`config.mk`:
```
export PLATFORM = sky130hd
export DESIGN_NAME = uiopm_regs
export DESIGN_NICKNAME = d
export VERILOG_FILES = /design/src/core/uiopm_pkg.sv /design/src/core/uiopm_regs.sv
export SDC_FILE = /design/constraint.sdc
export NUM_CORES = 1
export LEC_CHECK = 0
export BUFFER_PORTS_ARGS = -buffer_cell sky130_fd_sc_hd__buf_4
export CORE_MARGIN = 1.5
export CORE_UTILIZATION = 32
export DETAILED_ROUTE_END_ITERATION = 12
export PLACE_DENSITY_LB_ADDON = 0.2
export SYNTH_ARGS = -nofsm -noshare
export SYNTH_HDL_FRONTEND = slang
export SYNTH_SLANG_ARGS = --single-unit
```
`constraint.sdc`:
```
create_clock -name sys_clk -period 3 [get_ports sys_clk]
set_input_delay 0.9 -clock sys_clk [delete_from_list [all_inputs] [get_ports sys_clk]]
set_output_delay 0.9 -clock sys_clk [all_outputs]
set_load 0.02 [all_outputs]
```
`src/core/uiopm_pkg.sv`:
```
// Purpose: constants and carriers for the io and power management register bank
// Assumes: register port of the transceiver's register access engine, 8-bit data
// Notes:   offsets are the immediate register addresses
package uiopm_pkg;

    // ----------------------------------------
    // register addresses
    // ----------------------------------------
    localparam logic [5:0] IOPWR_WR_ADDR  = 6'h39;
    localparam logic [5:0] IOPWR_SET_ADDR = 6'h3A;
    localparam logic [5:0] IOPWR_CLR_ADDR = 6'h3B;
    localparam logic [5:0] RID_WR_ADDR    = 6'h36;
    localparam logic [5:0] RID_SET_ADDR   = 6'h37;
    localparam logic [5:0] RID_CLR_ADDR   = 6'h38;

    // ----------------------------------------
    // field positions and reset values
    // ----------------------------------------
    localparam int         SWAP_BIT       = 1;
    localparam int         UART_LVL_LSB   = 2;
    localparam int         PU_PLUS_BIT    = 4;
    localparam int         PU_MINUS_BIT   = 5;
    localparam int         USB_LVL_LSB    = 6;
    localparam logic [7:0] IOPWR_WMASK    = 8'hFE;
    localparam logic [7:0] IOPWR_RESET    = 8'h04;
    localparam int         RID_CODE_LSB   = 0;
    localparam int         RID_DONE_BIT   = 3;
    localparam int         RID_GO_BIT     = 4;
    localparam int         RID_IEN_BIT    = 6;
    localparam logic [7:0] RID_WMASK      = 8'h50;
    localparam logic [7:0] RID_RESET      = 8'h00;

    // ----------------------------------------
    // timing
    // ----------------------------------------
    localparam int         CLK_HZ         = 40_000_000;
    localparam int         MEAS_TIME_US   = 282;
    localparam int         MEAS_CYCLES    = (MEAS_TIME_US * (CLK_HZ / 1_000_000));

    // ----------------------------------------
    // regulator level codes
    // ----------------------------------------
    typedef enum logic [1:0]
    {
        UIOPM_LVL_3V3  = 2'b00,
        UIOPM_LVL_3V0  = 2'b01,
        UIOPM_LVL_2V75 = 2'b10,
        UIOPM_LVL_2V5  = 2'b11
    } uiopm_lvl_t;

    // register access request from the register engine
    typedef struct packed
    {
        logic       wr;
        logic       rd;
        logic [5:0] addr;
        logic [7:0] wdata;
    } uiopm_req_t;

    // analogue controls towards the pads and regulator
    typedef struct packed
    {
        logic       pin_pair_swap;
        logic       charger_pullup_plus_line;
        logic       charger_pullup_minus_line;
        uiopm_lvl_t regulator_level;
        logic       id_meas_running;
    } uiopm_ana_t;

endpackage

```
`src/core/uiopm_regs.sv`:
```
// Purpose: io and power management register with id resistance measurement control
// Assumes: one clock, register requests from the ulpi register engine on the same clock
// Notes:   analogue status inputs arrive from outside the clock domain and are synchronised
`timescale 1ns/10ps

// Function
// [RL1] reads at three addresses; write replaces, set ors, clear removes bits
// [RL2] bit 1 swaps plus and minus pin functions, usb and uart; resets zero
// [RL3] bits 3:2 select uart regulator level; reset value 01
// [RL4] usb to uart switch applies uart level once transmit drive enabled
// [RL5] bits 4 and 5 enable plus and minus charger pull-ups; reset zero
// [RL6] uart mode forces both charger pull-ups on
// [RL7] bits 7:6 select usb regulator level; reset value 00
// [RL8] synchronous, serial or low power mode use usb level
// [RL9] link waits id grounded, enables pull-up, starts, waits done, reads code
// [RL10] bit 0 reserved: reads zero, writes ignored
// [RL11] measurement takes 282 us, then done sets and start clears
// [RL12] id resistance reported as three-bit code
// [RL13] registers reached by ordinary immediate register reads and writes
module uiopm_regs
#(
    parameter int MEAS_CYCLES = uiopm_pkg::MEAS_CYCLES
)
(
    // clock and reset
    input  wire logic                 sys_clk,
    input  wire logic                 sys_rst,
    // register access
    input  wire uiopm_pkg::uiopm_req_t reg_req,
    output logic [7:0]                reg_rdata,
    output logic                      reg_hit,
    // operating mode
    input  wire logic                 uart_mode,
    input  wire logic                 transmit_line_drive_enable,
    // id measurement analogue
    input  wire logic                 id_conv_ready_async,
    input  wire logic [2:0]           id_conv_code_async,
    // analogue controls
    output uiopm_pkg::uiopm_ana_t     ana_ctl,
    output logic                      rid_alt_int
);

    // ----------------------------------------
    // synchronisers
    // ----------------------------------------
    logic [3:0] sync1_r;
    logic [3:0] sync2_r;

    always_ff @(posedge sys_clk or posedge sys_rst)
    begin
        if (sys_rst)
        begin
            sync1_r <= 4'h0;
            sync2_r <= 4'h0;
        end
        else
        begin
            sync1_r <= {id_conv_ready_async, id_conv_code_async};
            sync2_r <= sync1_r;
        end
    end

    // ----------------------------------------
    // address decode
    // ----------------------------------------
    logic io_wr;
    logic io_set;
    logic io_clr;
    logic rid_wr;
    logic rid_set;
    logic rid_clr;
    logic io_rd;
    logic rid_rd;

    // [RL13] immediate access decode
    assign io_wr   = reg_req.wr && (reg_req.addr == uiopm_pkg::IOPWR_WR_ADDR);
    assign io_set  = reg_req.wr && (reg_req.addr == uiopm_pkg::IOPWR_SET_ADDR);
    assign io_clr  = reg_req.wr && (reg_req.addr == uiopm_pkg::IOPWR_CLR_ADDR);
    assign rid_wr  = reg_req.wr && (reg_req.addr == uiopm_pkg::RID_WR_ADDR);
    assign rid_set = reg_req.wr && (reg_req.addr == uiopm_pkg::RID_SET_ADDR);
    assign rid_clr = reg_req.wr && (reg_req.addr == uiopm_pkg::RID_CLR_ADDR);
    assign io_rd   = (reg_req.addr >= uiopm_pkg::IOPWR_WR_ADDR) && (reg_req.addr <= uiopm_pkg::IOPWR_CLR_ADDR);
    assign rid_rd  = (reg_req.addr >= uiopm_pkg::RID_WR_ADDR) && (reg_req.addr <= uiopm_pkg::RID_CLR_ADDR);

    // ----------------------------------------
    // io and power management register
    // ----------------------------------------
    logic [7:0] iopwr_r;
    logic [7:0] iopwr_nxt;

    always_comb
    begin
        iopwr_nxt = iopwr_r;
        // [RL1] write, set, clear
        if (io_wr)
            iopwr_nxt = reg_req.wdata;
        else if (io_set)
            iopwr_nxt = iopwr_r | reg_req.wdata;
        else if (io_clr)
            iopwr_nxt = iopwr_r & ~reg_req.wdata;
        // [RL10] reserved bit held zero
        iopwr_nxt = iopwr_nxt & uiopm_pkg::IOPWR_WMASK;
    end

    // [RL3] [RL7] reset levels
    always_ff @(posedge sys_clk or posedge sys_rst)
    begin
        if (sys_rst)
            iopwr_r <= uiopm_pkg::IOPWR_RESET;
        else
            iopwr_r <= iopwr_nxt;
    end

    // ----------------------------------------
    // id resistance measurement register
    // ----------------------------------------
    localparam int CW = $clog2(MEAS_CYCLES + 1);

    logic [7:0]    rid_r;
    logic [7:0]    rid_nxt;
    logic [CW-1:0] meas_cnt_r;
    logic          meas_end;
    logic          done_clr;

    // [RL11] fixed measurement time
    assign meas_end = rid_r[uiopm_pkg::RID_GO_BIT] && (meas_cnt_r == CW'(MEAS_CYCLES - 1));
    assign done_clr = reg_req.rd && rid_rd;

    always_comb
    begin
        rid_nxt = rid_r & ~uiopm_pkg::RID_WMASK;
        if (rid_wr)
            rid_nxt = rid_nxt | (reg_req.wdata & uiopm_pkg::RID_WMASK);
        else if (rid_set)
            rid_nxt = rid_nxt | ((rid_r | reg_req.wdata) & uiopm_pkg::RID_WMASK);
        else if (rid_clr)
            rid_nxt = rid_nxt | ((rid_r & ~reg_req.wdata) & uiopm_pkg::RID_WMASK);
        else
            rid_nxt = rid_r;
        // read clears done; a finishing measurement wins
        if (done_clr)
            rid_nxt[uiopm_pkg::RID_DONE_BIT] = 1'b0;
        // [RL11] done sets, start clears
        if (meas_end)
        begin
            rid_nxt[uiopm_pkg::RID_DONE_BIT] = 1'b1;
            rid_nxt[uiopm_pkg::RID_GO_BIT]   = 1'b0;
            // [RL12] capture code
            rid_nxt[2:0] = sync2_r[3] ? sync2_r[2:0] : 3'b111;
        end
    end

    always_ff @(posedge sys_clk or posedge sys_rst)
    begin
        if (sys_rst)
            rid_r <= uiopm_pkg::RID_RESET;
        else
            rid_r <= rid_nxt;
    end

    always_ff @(posedge sys_clk or posedge sys_rst)
    begin
        if (sys_rst)
            meas_cnt_r <= '0;
        else if (!rid_r[uiopm_pkg::RID_GO_BIT] || meas_end)
            meas_cnt_r <= '0;
        else
            meas_cnt_r <= meas_cnt_r + CW'(1);
    end

    // ----------------------------------------
    // regulator level selection
    // ----------------------------------------
    logic uart_level_r;

    // [RL4] uart level after transmit drive enable
    always_ff @(posedge sys_clk or posedge sys_rst)
    begin
        if (sys_rst)
            uart_level_r <= 1'b0;
        else if (!uart_mode)
            uart_level_r <= 1'b0;
        else if (transmit_line_drive_enable)
            uart_level_r <= 1'b1;
    end

    // ----------------------------------------
    // outputs
    // ----------------------------------------
    uiopm_pkg::uiopm_ana_t ana_r;

    always_ff @(posedge sys_clk or posedge sys_rst)
    begin
        if (sys_rst)
        begin
            ana_r <= '0;
        end
        else
        begin
            // [RL2] pin pair swap
            ana_r.pin_pair_swap             <= iopwr_r[uiopm_pkg::SWAP_BIT];
            // [RL5] [RL6] charger pull-ups
            ana_r.charger_pullup_plus_line  <= iopwr_r[uiopm_pkg::PU_PLUS_BIT] | uart_mode;
            ana_r.charger_pullup_minus_line <= iopwr_r[uiopm_pkg::PU_MINUS_BIT] | uart_mode;
            // [RL8] [RL4] regulator level
            ana_r.regulator_level           <= (uart_level_r && uart_mode)
                ? uiopm_pkg::uiopm_lvl_t'(iopwr_r[uiopm_pkg::UART_LVL_LSB +: 2])
                : uiopm_pkg::uiopm_lvl_t'(iopwr_r[uiopm_pkg::USB_LVL_LSB +: 2]);
            ana_r.id_meas_running           <= rid_r[uiopm_pkg::RID_GO_BIT];
        end
    end

    assign ana_ctl     = ana_r;
    assign rid_alt_int = rid_r[uiopm_pkg::RID_DONE_BIT] & rid_r[uiopm_pkg::RID_IEN_BIT];

    // [RL1] read data, [RL10] reserved reads zero
    always_comb
    begin
        reg_hit   = io_rd || rid_rd;
        reg_rdata = 8'h00;
        if (io_rd)
            reg_rdata = iopwr_r;
        else if (rid_rd)
            reg_rdata = rid_r;
    end

endmodule

```
==> run metrics <==
status complete, no violations; drt first pass iters 4; CORE AREA approximately 5600 um2; Crit path largest cell delay about 0.54 ns; IO Pins 40; CP required about 2.1 ns; wire per inst 13.0 um; DP HPWL 2.70 mm; cells after synthesis around 160; max-cap violations 0; die height ~80 um; relative slew slack 0.643; fraction of layout cells with a size suffix above 1 0.335; Worst VDD drop 0.253 mV; synthesized area 1860 um2; final instance area 2460 um2; Pleak 1.13 nW; first-pass GRT wire length roughly 6.3 mm; Clock Power Share 0.273; grt ovf 0; Mapped Avg Cell Area 11.5 um2; flops & latches, synth 42; Starting Density 0.334; clock transition at the registers of the reported paths ~0.070 ns; ys async rst share 1.00; WS Path Type in2out; worst-case clock buffer depth 2; Layout Utilization 0.442; final cell count without fillers 290; count of final hold-check violations 0; vias per cell between 4 and 5; IO buf count 38; fin nets 242; Sw Ratio 0.284; PD cells 555 nW/um2; Slowest cell on crit path or4b_4; CP Launch Point reg_req[8]; worst hold start sync1_r[3]; Setup crit end kind primary output; CP bufs+invs 3; cell mode on critical path buf_6; Final Critical Period 2.98 ns; fin. max-slew vios 0; Startpoint Class primary input; die area 6290 um2; synth top area cells dfrtp_1 55%, a22o_1 5.2%, xnor2_1 5.2%; Final period util 0.995; Clk Latency, worst-skew pair roughly 0.29 ns; # setup viols final 0; Fmax approximately 340 MHz; Routed Antenna Nets 0; Remaining DRCs 0; top_reg_cell synth dfrtp_1; CTS tree yes; Seq pwr share 0.529; vias roughly 1.4k; Crit Path Max Fanout 5; worst r2r path cells 4; Layout Skew 0.00525 ns; Hold Crit Depth 0; row count 27; dpl cells ~280; number of cells on the critical path 6; Fin Hold WS 0.351 ns; DP Area 2300 um2; initial DRC count 48; CTS sink cnt 42; n_diodes 0; reg-to-reg startpoint meas_cnt_r[8]; part of the Yosys area used for sequential elements 0.565; CTS H-tree depth 2; combinational power share 0.198; Hold Path Class reg2reg; unrepaired setup endpoints after global routing true; worst-margin pin slew 0.535 ns; Yosys top cell area share 0.551; vias in the first global route 1381; final WL 3.77 mm; Sw Pwr around 390 uW; critical-path cell list buf_6, or4b_4, a21oi_2, buf_6, a22o_1, buf_6; area leader, netlist dfrtp_1; Setup Slack @ Placement -0.0719 ns; crit-path leading delay family simple AND/OR/NAND/NOR gates; Post-synth EDFFs 0; Die W 79.3 um; fin worst setup slack around 0.016 ns; CTS Buf Count 5; fillers 552; Root Driver clkbuf_8; total power 1.37 mW; Worst Path Arrival between 2 and 2.5 ns; initial antenna violation count 0; Yosys warnings 0; largest net degree at the start of global routing 43; Total GRT Usage 0.131; Syn Nets 187; RePlAce Congestion 0.725; area grow syn2layout 32.2%; Setup TNS 0 ns; synth unique cells 38; Internal slightly below 1 mW
## worst register-to-register path: cells and delay by family (launching register included)
kind          cells  cell delay [ns]
flops             1             0.42
simple gates      3             1.07
mux               1             0.32
## timing repair
item                       4_1_cts  5_1_grt
setup endpoints to repair        4        6
setup buffers                    1        2
hold buffers                     0        0
resized for setup                4        6
pin swaps                        3        2
## cell type report
| type | count | area [um2] | area share |
|---|---|---|---|
| clock buffers | 7 | 86.3 | 0.0350 |
| clock inverters | 1 | 5.00 | 0.00203 |
| inverters | 8 | 30.0 | 0.0122 |
| multi-input cells | 109 | 778 | 0.316 |
| flip-flops and latches | 42 | 1050 | 0.427 |
| well taps | 72 | 90.1 | 0.0366 |
| repair buffers | 51 | 422 | 0.171 |
## routing by layer
metal,vias to the layer above,wire (um),GRT usage
met4,0,55,0.0579
met2,35,1790,0.213
met5,-,0,0
met3,5,201,0.0356
li1,680,-,-
met1,663,1720,0.162
## cell usage after synthesis (2+ instances only)
master / count
a21o_1: 2
a21oi_1: 2
a22o_1: 11
and2_1: 5
clkbuf_1: 2
dfrtp_1: 41
inv_1: 8
mux2_1: 3
mux2_2: 2
mux2i_1: 2
nand2_1: 6
nand3_1: 5
nand4_1: 2
nor2_1: 20
nor3_1: 6
nor4_1: 3
o211ai_1: 7
or2_2: 2
or2b_1: 2
or2b_2: 2
xnor2_1: 11
xor2_1: 2
## power by group through the flow
stage	logic [mW]	registers, mW	clock network (mW)
global route	0.310	0.737	0.413
CTS	0.272	0.724	0.388
global placement	0.264	0.733	0
detailed placement	0.271	0.734	0
floorplan	0.169	0.734	0
finish	0.270	0.724	0.373
## placed cells by master (no fill, tap or decap), drive strengths merged, types with 6 or more instances in the layout
cell	count
inv	8
nor2	20
dfrtp	41
clkbuf	7
a22o	12
xnor2	11
nand2	7
o211ai	7
nor3	6
buf	51
## cell families after synthesis
kind of cell	Yosys count	share of synthesized area
and+or+nand+nor	61	0.185
DFF	42	0.565
AOI/OAI and AO/OA	27	0.117
xor gates and xnor gates	13	0.0611
buffers and inverters	11	0.0242
muxes	7	0.0410
adders and majority gates	1	0.00671
## worst paths after layout
check / endpoint / slack, ns
worst max-delay path: reg_rdata[6] / 0.02
worst min-delay path: sync2_r[3] / 0.35
worst max register to register: rid_r[0] / 1.07
worst min register to register: sync2_r[3] / 0.35
max in group asynchronous: async pin / 1.88
min in group asynchronous: meas_cnt_r[10] / 0.75
No activity file was read; power rests on OpenSTA's default activity.
